[config.mk]
export PLATFORM = sky130hd
export DESIGN_NAME = power_save_ctrl
export DESIGN_NICKNAME = d
export VERILOG_FILES = /design/src/rtl/psave_pkg.sv /design/src/rtl/power_save_ctrl.sv
export SDC_FILE = /design/constraint.sdc
export NUM_CORES = 1
export LEC_CHECK = 0
export ABC_CLOCK_PERIOD_IN_PS = 5950
export BUFFER_PORTS_ARGS = -buffer_cell sky130_fd_sc_hd__buf_2
export CAP_MARGIN = 20
export CORE_ASPECT_RATIO = 1.75
export CORE_UTILIZATION = 58
export CTS_BUF_LIST = sky130_fd_sc_hd__clkbuf_16
export DETAILED_ROUTE_END_ITERATION = 10
export PLACE_DENSITY = 0.84
export SLEW_MARGIN = 20
export SYNTH_ARGS = -nofsm -noshare
export SYNTH_HDL_FRONTEND = slang
export SYNTH_SLANG_ARGS = --single-unit
[constraint.sdc]
create_clock -name pclk -period 5.95 [get_ports pclk]
set_input_delay 0.2975 -clock pclk [delete_from_list [all_inputs] [get_ports pclk]]
set_output_delay 0.2975 -clock pclk [all_outputs]
set_load 0.05 [all_outputs]
[src/rtl/psave_pkg.sv]
package psave_pkg;

  // ****************************************************************
  // clock and timing
  // ****************************************************************
  localparam int unsigned CLK_HZ         = 50_000_000;
  localparam int unsigned ENTER_HOLD_S   = 5;
  localparam int unsigned LEAVE_HOLD_S   = 2;
  localparam int unsigned RESUME_MAX_MS  = 40;
  localparam int unsigned ENTER_HOLD_CYC = ENTER_HOLD_S * CLK_HZ;
  localparam int unsigned LEAVE_HOLD_CYC = LEAVE_HOLD_S * CLK_HZ;
  localparam int unsigned RESUME_CYC     = RESUME_MAX_MS * (CLK_HZ / 1000);
  localparam int unsigned HOLD_W         = 28;
  localparam int unsigned RESUME_W       = 21;

  // ****************************************************************
  // register map (byte addresses)
  // ****************************************************************
  localparam logic [11:0] CMD_OFS    = 12'h000;
  localparam logic [11:0] CFG_OFS    = 12'h004;
  localparam logic [11:0] STATUS_OFS = 12'h008;
  localparam logic [11:0] SW_OFS     = 12'h00c;

  // command word: code in [15:8], first data byte in [7:0]
  localparam int unsigned CMD_CODE_LSB = 8;
  localparam logic [7:0] CODE_MEASURE  = 8'h01;
  localparam logic [7:0] CODE_RESTART  = 8'h02;
  localparam logic [7:0] CODE_PARTIC   = 8'h03;
  localparam logic [7:0] CODE_APPMODE  = 8'h04;
  localparam logic [7:0] CODE_SPATIAL  = 8'h05;
  localparam logic [7:0] CODE_AREA     = 8'h06;
  localparam logic [7:0] CODE_FOG      = 8'h07;
  localparam logic [7:0] DATA_STOP     = 8'h00;
  localparam logic [7:0] DATA_START    = 8'h01;

  // cfg / switch field positions
  localparam int unsigned SW_PARTIC  = 0;
  localparam int unsigned SW_STATIC  = 1;
  localparam int unsigned SW_SPATIAL = 2;
  localparam int unsigned SW_AREA    = 3;
  localparam int unsigned SW_FOG     = 4;
  localparam int unsigned CFG_PIN_EN = 5;
  localparam int unsigned CFG_RDY_MS = 6;
  localparam int unsigned CFG_RDY_FG = 7;
  localparam logic [7:0]  CFG_RESET  = 8'h00; // movement mode, all off

  typedef struct packed {
    logic particulate;
    logic static_mode;
    logic spatial;
    logic area_mon;
    logic fog_det;
  } switches_t;

  typedef enum logic [2:0] {
    ST_MEASURE = 3'b001,
    ST_SAVE    = 3'b010,
    ST_RESUME  = 3'b100
  } mode_t;

endpackage : psave_pkg

[src/rtl/power_save_ctrl.sv]
// Contract
// - power save halts laser emission and echo reception.
// - measure command with data zero enters power save.
// - measure command with data one leaves power save.
// - input held high five seconds enters power save.
// - input held low two seconds restores measurement.
// - power save raises measurement-stop alarm and steady error lamp.
// - associated measurement-stop alarm holds ready inactive.
// - input controls power save only in config-software selection mode.
// - measurement resumes within forty milliseconds of leave request.
// - restart command performs a full device restart.
// - particulate switch discards close-range particulate returns.
// - static mode applies time-domain filtering.
// - movement mode outputs raw data directly.
// - spatial filter switch removes unreliable points.
// - area monitor command enables or disables area monitoring.
// - fog switch enables dense-fog detection and its alarm.
// - factory setting is movement application mode.
// - runtime switch changes last until restart; restart reloads config.
// - ready active only while all associated alarms inactive.
`timescale 1ns/1ps
module power_save_ctrl
  import psave_pkg::*;
(
  input  wire logic               pclk,
  input  wire logic               presetn,
  input  wire logic               psel,
  input  wire logic               penable,
  input  wire logic               pwrite,
  input  wire logic [11:0]        paddr,
  input  wire logic [31:0]        pwdata,
  output logic      [31:0]        prdata,
  output logic                    pready,
  output logic                    pslverr,
  input  wire logic               power_save_input,
  input  wire logic               fog_present,
  output logic                    laser_enable,
  output logic                    echo_enable,
  output logic                    measure_stop_alarm,
  output logic                    fog_alarm,
  output logic                    error_lamp_steady,
  output logic                    device_ready,
  output logic                    restart_req,
  output psave_pkg::switches_t    switches
);
  import psave_pkg::*;

  // ****************************************************************
  // bus decode
  // ****************************************************************
  wire logic acc    = psel & penable;
  wire logic wr     = acc & pwrite;
  wire logic hit_cm = paddr == CMD_OFS;
  wire logic hit_cf = paddr == CFG_OFS;
  wire logic hit_st = paddr == STATUS_OFS;
  wire logic hit_sw = paddr == SW_OFS;
  wire logic mapped = hit_cm | hit_cf | hit_st | hit_sw;
  wire logic [7:0] code = pwdata[CMD_CODE_LSB +: 8];
  wire logic [7:0] dat  = pwdata[7:0];
  wire logic cmd_wr = wr & hit_cm;

  assign pready  = 1'b1;
  assign pslverr = acc & ~mapped;

  // ****************************************************************
  // stored configuration and runtime switches
  // ****************************************************************
  logic [7:0] cfg_r;
  switches_t  sw_r;
  switches_t  sw_nxt;
  logic       restart_r;

  function automatic switches_t cfg_sw(input logic [7:0] c);
    switches_t s;
    s.particulate = c[SW_PARTIC];
    s.static_mode = c[SW_STATIC];
    s.spatial     = c[SW_SPATIAL];
    s.area_mon    = c[SW_AREA];
    s.fog_det     = c[SW_FOG];
    return s;
  endfunction : cfg_sw

  function automatic logic is_cmd(input logic [7:0] c, input logic [7:0] k);
    return cmd_wr && (c == k);
  endfunction : is_cmd

  always_comb begin
    sw_nxt = sw_r;
    if (is_cmd(code, CODE_PARTIC)) sw_nxt.particulate = dat[0];
    if (is_cmd(code, CODE_APPMODE)) sw_nxt.static_mode = dat[0];
    if (is_cmd(code, CODE_SPATIAL)) sw_nxt.spatial = dat[0];
    if (is_cmd(code, CODE_AREA)) sw_nxt.area_mon = dat[0];
    if (is_cmd(code, CODE_FOG)) sw_nxt.fog_det = dat[0];
    if (restart_r) sw_nxt = cfg_sw(cfg_r);
  end

  always_ff @(posedge pclk or negedge presetn) begin
    if (!presetn) begin
      cfg_r <= CFG_RESET;
    end else if (wr && hit_cf) begin
      cfg_r <= pwdata[7:0];
    end
  end

  always_ff @(posedge pclk or negedge presetn) begin
    if (!presetn) begin
      sw_r <= cfg_sw(CFG_RESET);
    end else begin
      sw_r <= sw_nxt;
    end
  end

  always_ff @(posedge pclk or negedge presetn) begin
    if (!presetn) begin
      restart_r <= 1'b0;
    end else begin
      restart_r <= is_cmd(code, CODE_RESTART);
    end
  end

  // ****************************************************************
  // input pin synchroniser
  // ****************************************************************
  logic [2:0] pin_r;
  logic       pin_lvl_r;
  always_ff @(posedge pclk or negedge presetn) begin
    if (!presetn) begin
      pin_r     <= 3'h0;
      pin_lvl_r <= 1'b0;
    end else begin
      pin_r <= {pin_r[1:0], power_save_input};
      if (pin_r[1] == pin_r[2]) pin_lvl_r <= pin_r[2];
    end
  end

  // ****************************************************************
  // hold timer
  // ****************************************************************
  logic [HOLD_W-1:0] hold_r;
  logic              lvl_d_r;
  mode_t             st_r;
  mode_t             st_nxt;
  wire logic pin_en    = cfg_r[CFG_PIN_EN];
  wire logic pin_enter = pin_en & pin_lvl_r
                       & (hold_r == HOLD_W'(ENTER_HOLD_CYC - 1));
  wire logic pin_leave = pin_en & ~pin_lvl_r
                       & (hold_r == HOLD_W'(LEAVE_HOLD_CYC - 1));
  wire logic hold_max  = hold_r == HOLD_W'(ENTER_HOLD_CYC - 1);

  always_ff @(posedge pclk or negedge presetn) begin
    if (!presetn) begin
      hold_r  <= '0;
      lvl_d_r <= 1'b0;
    end else begin
      lvl_d_r <= pin_lvl_r;
      if (pin_lvl_r != lvl_d_r) hold_r <= '0;
      else if (!hold_max) hold_r <= hold_r + HOLD_W'(1);
    end
  end

  // ****************************************************************
  // mode state machine
  // ****************************************************************
  // data zero stops
  wire logic cmd_stop  = is_cmd(code, CODE_MEASURE) && dat == DATA_STOP;
  wire logic cmd_start = is_cmd(code, CODE_MEASURE) && dat == DATA_START;
  wire logic req_enter = cmd_stop | pin_enter;
  wire logic req_leave = cmd_start | pin_leave;

  logic [RESUME_W-1:0] res_r;
  // bounded resume delay, a short settle rather than the full 40 ms
  wire logic res_done = res_r == RESUME_W'(RESUME_CYC / 4);

  always_comb begin
    st_nxt = st_r;
    unique case (st_r)
      ST_MEASURE: if (req_enter) st_nxt = ST_SAVE;
      ST_SAVE:    if (req_leave) st_nxt = ST_RESUME;
      ST_RESUME:  if (req_enter) st_nxt = ST_SAVE;
                  else if (res_done) st_nxt = ST_MEASURE;
      default:    st_nxt = ST_MEASURE;
    endcase
  end

  always_ff @(posedge pclk or negedge presetn) begin
    if (!presetn) begin
      st_r  <= ST_MEASURE;
      res_r <= '0;
    end else begin
      st_r  <= st_nxt;
      res_r <= (st_r == ST_RESUME) ? res_r + RESUME_W'(1) : '0;
    end
  end

  // ****************************************************************
  // outputs
  // ****************************************************************
  wire logic saving = st_r != ST_MEASURE;
  logic fog_r;
  always_ff @(posedge pclk or negedge presetn) begin
    if (!presetn) begin
      fog_r <= 1'b0;
    end else begin
      fog_r <= sw_r.fog_det & fog_present;
    end
  end

  assign laser_enable       = ~saving;
  assign echo_enable        = ~saving;
  assign measure_stop_alarm = saving;
  assign error_lamp_steady  = saving;
  assign fog_alarm          = fog_r;
  assign device_ready = ~((cfg_r[CFG_RDY_MS] & saving)
                        | (cfg_r[CFG_RDY_FG] & fog_r));
  assign restart_req  = restart_r;
  assign switches     = sw_r;

  wire logic [31:0] status_w = {27'h0, device_ready, fog_r, st_r};
  always_comb begin
    prdata = 32'h0;
    if (hit_cf) prdata = {24'h0, cfg_r};
    if (hit_st) prdata = status_w;
    if (hit_sw) prdata = {27'h0, sw_r};
  end

endmodule : power_save_ctrl

==> results summary, run 1 <==
The number of I/O pins came out at 97. Clock latency on the worst-skew pair, taken at its later pin, is 0.33 ns. Counting distinct cell types in the post-synthesis netlist gives 44.

The top flip-flop cell by instance count after synthesis is sky130_fd_sc_hd__dfrtp_1. The clock-pin slew of the registers on the worst-case setup and hold paths came out at 0.06 ns. The post-synthesis area per instance is 9.33 µm². The maximum VDD drop came out at 0.266 mV. The sink count of the clock tree came out at 72. The required time of the critical path came out at 5.65 ns. The sum of overflow across all layers after global routing came out at 0.

The worst setup path is launched from a flip-flop. The minimum period implied by the final worst setup slack is 2.66 ns. Setup repair after global routing left no endpoint under its margin. The number of vias per cell is 5.92. The number of max-capacitance violations reported came out at 0. The pin count of the biggest net entering global routing came out at 73.

The wire length of the first global-routing pass came out at 14.6 mm. The synthesized design contains 72 register bits. In this run, the number of DRC markers left after iteration 0 of detailed routing was 319.

The number of H-tree levels came out at 3. The via count is 3375. The TritonCTS buffer count came out at 9.

The die area is 7230 µm². Global routing used 26.5% of the available tracks. The die span in y came out at 112 µm. The share of synthesized registers carrying an async set or reset came out at 100%.

The worst setup path category is reg2out. The number of detailed-routing iterations run before antenna repair came out at 4. The cell area after synthesis came out at 3990 µm². The routed wire length came out at 8.77 mm. The synthesized-area fraction occupied by adder cells is 1.19%. The simple logic cell fraction of the synthesized area is 28.1%. The number of antenna diodes in the final layout is 0. Of the post-synthesis cell area, the part taken by muxes is 3.79%. The initial antenna violation count came out at 0. The global placer's final weighted congestion came out at 0.913. The largest buffer count on any clock path is 2. The class of the tightest hold or removal check is in2reg. The share of the yosys chip area belonging to registers is 45.2%. The number of enable flip-flop cells after synthesis is 0. The share of the synthesized netlist area taken by xor and xnor gates is 8.56%. The total negative slack for setup checks is 0 ns. The worst setup slack before clock tree synthesis came out at 3.55 ns. The number of hold-slack violations in the final timing report was 0.

The final setup violation count came out at 0. The data arrival time of the critical path is 2.36 ns. In this run the core area contains 39 standard-cell rows. The area overhead of the layout relative to synthesis came out at 14.2%. The total leakage power is 2.00 nW.

The synthesized-area fraction occupied by ao, oa, aoi and oai cells came out at 6.27%. The largest clock skew in the final design came out at 0.00555 ns. The buffer count from post-CTS setup fixing came out at 0. The core area is 6590 µm². The largest fanout on the critical path came out at 5. Post-CTS repair changed the size of 0 cells. The detail route stage leaves a number of antenna-violating nets equal to 0.

TritonCTS built the clock tree. The via count of the first global-routing pass is 3174. The routed length per instance is 15.4 µm. The worst setup path is captured at a primary output. The count of pins over their slew limit is 0. The largest family of logic cells by synthesized area is simple AND/OR/NAND/NOR gates. The detailed placement HPWL came out at 5.98 mm. The transition time at the pin with the least slew margin is 0.990 ns. The cell area power density is 256 nW/µm². The width of the die is 64.7 µm. Of the cells placed in the final design, the portion with a size suffix greater than 1 is 19.3%.

The post-layout net count came out at 537. Yosys printed 0 warnings. The synthesized instance count is 428.

Dividing the final minimum period by the clock period gives 44.6%. Port buffering added 55 buffers. The starting density of the core came out at 60.6%.

Clock tree synthesis selected as its root buffer the cell sky130_fd_sc_hd__clkbuf_16. The achievable frequency came out at 0.376 GHz. The final worst setup slack came out at 3.29 ns. In this run, post-CTS hold repair placed 0 buffers. The worst slew margin relative to its limit is 33.0%.

The flow ran to the end, and the final reports show no timing, DRC or antenna violations. For this run, design rule violations remaining after detail routing come to 0.
synthesized netlist by cell type (2+ instances only):
master / instances / share of area (%)
sky130_fd_sc_hd__dfrtp_1: 71 / 45
sky130_fd_sc_hd__nor2_1: 57 / 5.4
sky130_fd_sc_hd__buf_4: 27 / 5.1
sky130_fd_sc_hd__nand2_1: 27 / 2.5
sky130_fd_sc_hd__nand3_1: 24 / 3.0
sky130_fd_sc_hd__xnor2_1: 23 / 5.0
sky130_fd_sc_hd__a21oi_1: 19 / 2.4
sky130_fd_sc_hd__xor2_1: 16 / 3.5
sky130_fd_sc_hd__and3_1: 13 / 2.0
sky130_fd_sc_hd__nor3_1: 13 / 1.6
sky130_fd_sc_hd__nor4_1: 13 / 2.0
sky130_fd_sc_hd__nand4_1: 11 / 1.7
sky130_fd_sc_hd__o21ai_0: 10 / 1.3
sky130_fd_sc_hd__or3_1: 10 / 1.6
sky130_fd_sc_hd__clkbuf_1: 9 / 0.85
sky130_fd_sc_hd__inv_1: 9 / 0.85
sky130_fd_sc_hd__mux2_2: 9 / 2.5
sky130_fd_sc_hd__nor2b_1: 9 / 1.4
sky130_fd_sc_hd__and2_1: 7 / 1.1
sky130_fd_sc_hd__and4_1: 6 / 1.3
sky130_fd_sc_hd__mux2i_1: 5 / 1.3
sky130_fd_sc_hd__a31oi_1: 4 / 0.63
sky130_fd_sc_hd__ha_1: 3 / 0.94
sky130_fd_sc_hd__nand4bb_1: 3 / 0.85
sky130_fd_sc_hd__or3b_2: 3 / 0.66
sky130_fd_sc_hd__or4_4: 3 / 0.85
sky130_fd_sc_hd__a22oi_1: 2 / 0.38
sky130_fd_sc_hd__a41oi_1: 2 / 0.44
sky130_fd_sc_hd__conb_1: 2 / 0.19
sky130_fd_sc_hd__o21bai_1: 2 / 0.38
sky130_fd_sc_hd__or4_1: 2 / 0.38
sky130_fd_sc_hd__or4b_2: 2 / 0.50
power breakdown:
group | leakage [nW] | switching, mW | internal, mW | total (mW)
clock network | 0.153 | 0.198 | 0.363 | 0.561
registers | 0.973 | 0.00791 | 0.499 | 0.507
logic | 0.871 | 0.0746 | 0.0226 | 0.0973
worst max-delay path, cell delays in order, from the launching register on:
cell and delay (ns):
sky130_fd_sc_hd__dfstp_2 0.57, sky130_fd_sc_hd__or3b_2 0.54, sky130_fd_sc_hd__a22oi_1 0.23, sky130_fd_sc_hd__mux2_2 0.21, sky130_fd_sc_hd__a22oi_1 0.09, sky130_fd_sc_hd__nor2_1 0.11, sky130_fd_sc_hd__buf_2 0.28
per-stage QoR:
| step | total power, mW | util, % | cells | hold WS, ns | instance area (µm²) |
|---|---|---|---|---|---|
| after detailed placement | 0.612 | 64.3 | 554 | 0.341 | 4240 |
| after CTS | 1.17 | 69.0 | 570 | 0.0607 | 4550 |
| after global placement | 0.610 | 64.3 | 554 | 0.333 | 4240 |
| after global routing | 1.20 | 69.2 | 570 | 0.0609 | 4560 |
| final | 1.16 | 69.2 | 570 | 0.0712 | 4560 |
| after floorplan | 0.591 | - | 451 | 0.00191 | 4080 |
final timing paths:
path	start	to	slack [ns]	cells after the start
worst min-delay path	power_save_input	pin_r[0]	0.07	1
min in group asynchronous	presetn	hold_r[11]	0.18	2
worst min register to register	pin_r[0]	pin_r[1]	0.35	0
worst max register to register	hold_r[0]	hold_r[0]	3.58	6
max in group asynchronous	presetn	res_r[16]	5.19	2
worst max-delay path	st_r[0]	prdata[4]	3.29	6
final cells by class:
class	count	area [µm²]
Multi-Input combinational cell	334	2020
Fill cell	498	2030
Timing Repair Buffer	57	290
Sequential cell	72	1800
Clock buffer	9	225
Tap cell	82	103
Inverter	9	33.8
Clock inverter	7	86.3
cell families (layout without fill, tap and decap cells):
logic type | count (synthesis) | after routing
AO/OA/AOI/OAI | 43 | 43
XOR/XNOR | 39 | 39
adder cells (fa/ha/maj) | 4 | 4
buffers and inverters | 45 | 82
flip-flops | 72 | 72
multiplexers | 14 | 14
other | 2 | 25
AND/OR/NAND/NOR | 209 | 209
placed cells by master, fill, tap and decap left out, types with 4 or more instances in the layout:
master and n:
sky130_fd_sc_hd__and3_1 13, sky130_fd_sc_hd__nor2b_1 9, sky130_fd_sc_hd__a31oi_1 4, sky130_fd_sc_hd__nand4_1 11, sky130_fd_sc_hd__xor2_1 16, sky130_fd_sc_hd__nor4_1 12
sky130_fd_sc_hd__or3_1 10, sky130_fd_sc_hd__buf_2 55, sky130_fd_sc_hd__nor2_1 57, sky130_fd_sc_hd__nand2_1 27, sky130_fd_sc_hd__mux2i_1 5, sky130_fd_sc_hd__dfrtp_1 71
sky130_fd_sc_hd__nor3_1 12, sky130_fd_sc_hd__a21oi_1 19, sky130_fd_sc_hd__xnor2_1 23, sky130_fd_sc_hd__clkbuf_16 9, sky130_fd_sc_hd__mux2_2 9, sky130_fd_sc_hd__inv_1 9
sky130_fd_sc_hd__and4_1 6, sky130_fd_sc_hd__o21ai_0 10, sky130_fd_sc_hd__conb_1 25, sky130_fd_sc_hd__and2_1 7, sky130_fd_sc_hd__nand3_1 24
flip-flops by register name (all words and copies together) (netlist names):
register,flops
pin_r,3
pin_lvl_r,1
st_r,3
switches,5
cfg_r,8
fog_alarm,1
hold_r,28
restart_req,1
res_r,21
lvl_d_r,1
routing by layer:
layer	track usage, %	wire, µm	share of wire [%]	vias to the layer above
li1	-	-	-	1564
met1	30.8	3340	38	1649
met2	44.6	4730	54	136
met3	6.25	414	4.7	26
met4	13.2	279	3.2	0
met5	0	0	0	-
(Power assumes the default switching activity.)
==> run 2, diff against run 1 <==
--- a/config.mk
+++ b/config.mk
@@ -5,14 +5,14 @@
 export SDC_FILE = /design/constraint.sdc
 export NUM_CORES = 1
 export LEC_CHECK = 0
-export ABC_CLOCK_PERIOD_IN_PS = 5950
+export ABC_CLOCK_PERIOD_IN_PS = 2700
 export BUFFER_PORTS_ARGS = -buffer_cell sky130_fd_sc_hd__buf_2
 export CAP_MARGIN = 20
 export CORE_ASPECT_RATIO = 1.75
-export CORE_UTILIZATION = 58
+export CORE_UTILIZATION = 54
 export CTS_BUF_LIST = sky130_fd_sc_hd__clkbuf_16
 export DETAILED_ROUTE_END_ITERATION = 10
-export PLACE_DENSITY = 0.84
+export PLACE_DENSITY = 0.79
 export SLEW_MARGIN = 20
 export SYNTH_ARGS = -nofsm -noshare
 export SYNTH_HDL_FRONTEND = slang
==> constraint.sdc (replaced) <==
create_clock -name pclk -period 2.7 [get_ports pclk]
set_input_delay 0.135 -clock pclk [delete_from_list [all_inputs] [get_ports pclk]]
set_output_delay 0.135 -clock pclk [all_outputs]
set_load 0.05 [all_outputs]
==> results summary, run 2 (same netlist as run 1, synthesis figures left out) <==
The width of the die came out at 67 µm (+3.5%). The worst slew margin relative to its limit is 40.4% (+7.3 points). The final worst-path cycle share came out at 89.7%. The post-cts sizing count came out at 0 (unchanged).

The remaining design rule violation count is 0 (unchanged). The number of hold-slack violations in the final timing report came out at 3 (+3). The required time of the critical path is 2.57 ns (-3.08 ns). The total met2 wirelength after detailed routing is 4.49 mm (-5.3%). The achievable frequency is 0.413 GHz. The maximum VDD drop is 0.438 mV (+65%). The sum of overflow across all layers after global routing came to 0 (unchanged). The total power consumption of the routed design came out at 2.44 mW (+110%).

The number of nets with antenna violations after routing came to 0 (unchanged). The type of origin of the critical path is a flip-flop. The routed length per instance came out at 14.6 µm (-5.2%).

The largest buffer count on any clock path came out at 2 (unchanged). The final setup violation count is 0 (unchanged). The fraction of layout instances using a drive strength above 1 is 19.2% (-0.032 points).

The wire length of the first global-routing pass is 14.0 mm (-3.9%). The data arrival time of the critical path came out at 2.29 ns (-0.07 ns). From synthesis to final layout, the design area changed by 14.6%. In the layout the commonest cells are sky130_fd_sc_hd__dfrtp_1, sky130_fd_sc_hd__nor2_1, sky130_fd_sc_hd__buf_2, sky130_fd_sc_hd__nand2_1, sky130_fd_sc_hd__conb_1. The routed wire length on met3 came out at 341 µm (-18%). The transition time at the pin with the least slew margin is 0.895 ns (-0.0959 ns).

The number of detailed-routing iterations run before antenna repair was 4 (unchanged). The clock-pin slew of the registers on the worst-case setup and hold paths is 0.05 ns (about the same). The detailed placement HPWL was 6.10 mm (+2.0%). The fill cell total of the finished layout is 593 (+19%). The initial antenna violation count is 0 (unchanged). The multi-input combinational cell area came out at 2010 µm² (-0.19%). The register with the highest flop count is hold_r. The path class of the tightest hold or removal check is in2async.

The number of max-capacitance violations reported is 0 (unchanged). The tree is rooted in a sky130_fd_sc_hd__clkbuf_16. The largest clock skew in the final design is 0.00419 ns (-0.00135 ns). The pin count of the biggest net entering global routing is 73 (unchanged).

The largest registers in the layout are hold_r (28), res_r (21), cfg_r (8). The worst slack on hold paths came out at -0.00455 ns (-0.0757 ns). The buffer count from post-CTS setup fixing is 0 (unchanged).

The source-to-sink clock delay at the later pin of the worst-skew pair is 0.33 ns (about the same). The sum of routed wire segments on met1 was 3.35 mm (+0.24%). The die span in y came out at 116 µm (+3.6%). The TritonCTS buffer count is 9 (unchanged).

The CTS tree is built. The flow ran to the end, but the final reports show violations. The count of pins over their slew limit is 0 (unchanged). The routed design could run at a clock period as short as 2.42 ns. The via count of the first global-routing pass came out at 3198 (+0.76%). The worst setup path is captured at a primary output.

The die area is 7760 µm² (+7.2%). The number of vias per cell came out at 5.70 (-3.8%). The overall track demand over capacity in global routing came to 24.2% (-2.3 points).

The quantity of I/O buffers inserted on ports came out at 55 (unchanged). The global placer's final weighted congestion came to 0.897 (-1.8%). The core area was 7180 µm² (+9.0%).

The antenna cell count came out at 0 (unchanged). The initial DRC count came out at 252 (-21%). The number of H-tree levels is 3 (unchanged). Leaving out fill and tap cells, the most frequent cell in the layout is sky130_fd_sc_hd__dfrtp_1. The register cell area after layout is 1800 µm² (unchanged). The final reports fail on hold timing. The starting density of the core is 55.6% (-5.0 points). The register-to-register setup slack is 0.68 ns (-2.90 ns).

The total negative slack for setup checks came out at 0 ns (unchanged). The sink count of the clock tree is 72 (unchanged). The cell area power density came out at 533 nW/µm² (+110%). The row count is 41 (+5.1%). The total leakage power came out at 2.01 nW (+0.84%).

The post-layout net count came out at 543 (+1.1%). The final standard cell utilization of the core came out at 63.7% (-5.5 points). The number of flip-flops in the largest register came out at 28 (unchanged). The largest fanout on the critical path was 5 (unchanged). The routed wire length is 8.46 mm (-3.5%). The worst setup path category is reg2out.

The number of I/O pins came out at 97 (unchanged). The via count came to 3305 (-2.1%). The top layer used by detailed routing is met4. Setup repair after global routing left no endpoint under its margin.
[run 2: cell count changes in the layout (fill, tap and decap cells not counted), sizes merged]
cell         delta
buf             +5
bufinv          -1
clkinv          +1
clkinvlp        -1
dlygate4sd3     +1
inv             +1
[run 2: path summary, 6_finish.rpt]
| path | start | to | depth (start not counted) |
|---|---|---|---|
| worst min register to register | pin_r[0] | pin_r[1] | 0 |
| worst max register to register | hold_r[0] | hold_r[26] | 6 |
| worst max-delay path | st_r[0] | prdata[4] | 6 |
| worst min-delay path | presetn | fog_alarm | 2 |
| min in group pclk | fog_present | fog_alarm | 2 |
| max in group asynchronous | presetn | cfg_r[3] | 2 |
[run 2: critical path, stage by stage, from the launching register on]
cell and delay (ns):
sky130_fd_sc_hd__dfstp_2 0.56, sky130_fd_sc_hd__or3b_2 0.54, sky130_fd_sc_hd__a22oi_2 0.20, sky130_fd_sc_hd__mux2_2 0.18, sky130_fd_sc_hd__a22oi_1 0.09, sky130_fd_sc_hd__nor2_2 0.12
sky130_fd_sc_hd__buf_2 0.27
[run 2: metrics by stage]
stage	instances	setup slack, ns	instance area [µm²]
after floorplan	451	0.0303	4090
after global placement	563	0.505	4290
after detailed placement	563	0.457	4290
after CTS	580	0.292	4570
after global routing	580	0.215	4570
final	580	0.278	4570
[run 2: report_power, final]
group	switching (mW)	leakage (nW)	internal, mW
registers	0.0178	0.973	1.10
logic	0.163	0.899	0.0505
clock network	0.410	0.141	0.696
[run 2: per-layer routing]
layer  vias to the layer above  global-route usage (%)
met5                         -                       0
met2                        97                    42.9
met1                      1603                    26.2
met4                         0                    11.9
met3                        24                    5.51
li1                       1581                       -
[run 2: cell type report]
cell class                      count  area share [%]
Inverter                            9           0.739
Multi-Input combinational cell    334            44.0
Sequential cell                    72            39.4
Tap cell                           86            2.35
Timing Repair Buffer               63            7.39
Clock buffer                        9            4.92
Clock inverter                      7            1.18
[run 2: repair_timing]
action,4_1_cts,5_1_grt
hold buffers,1,0
endpoints found under the setup margin,0,0
endpoints found under the hold margin,1,0
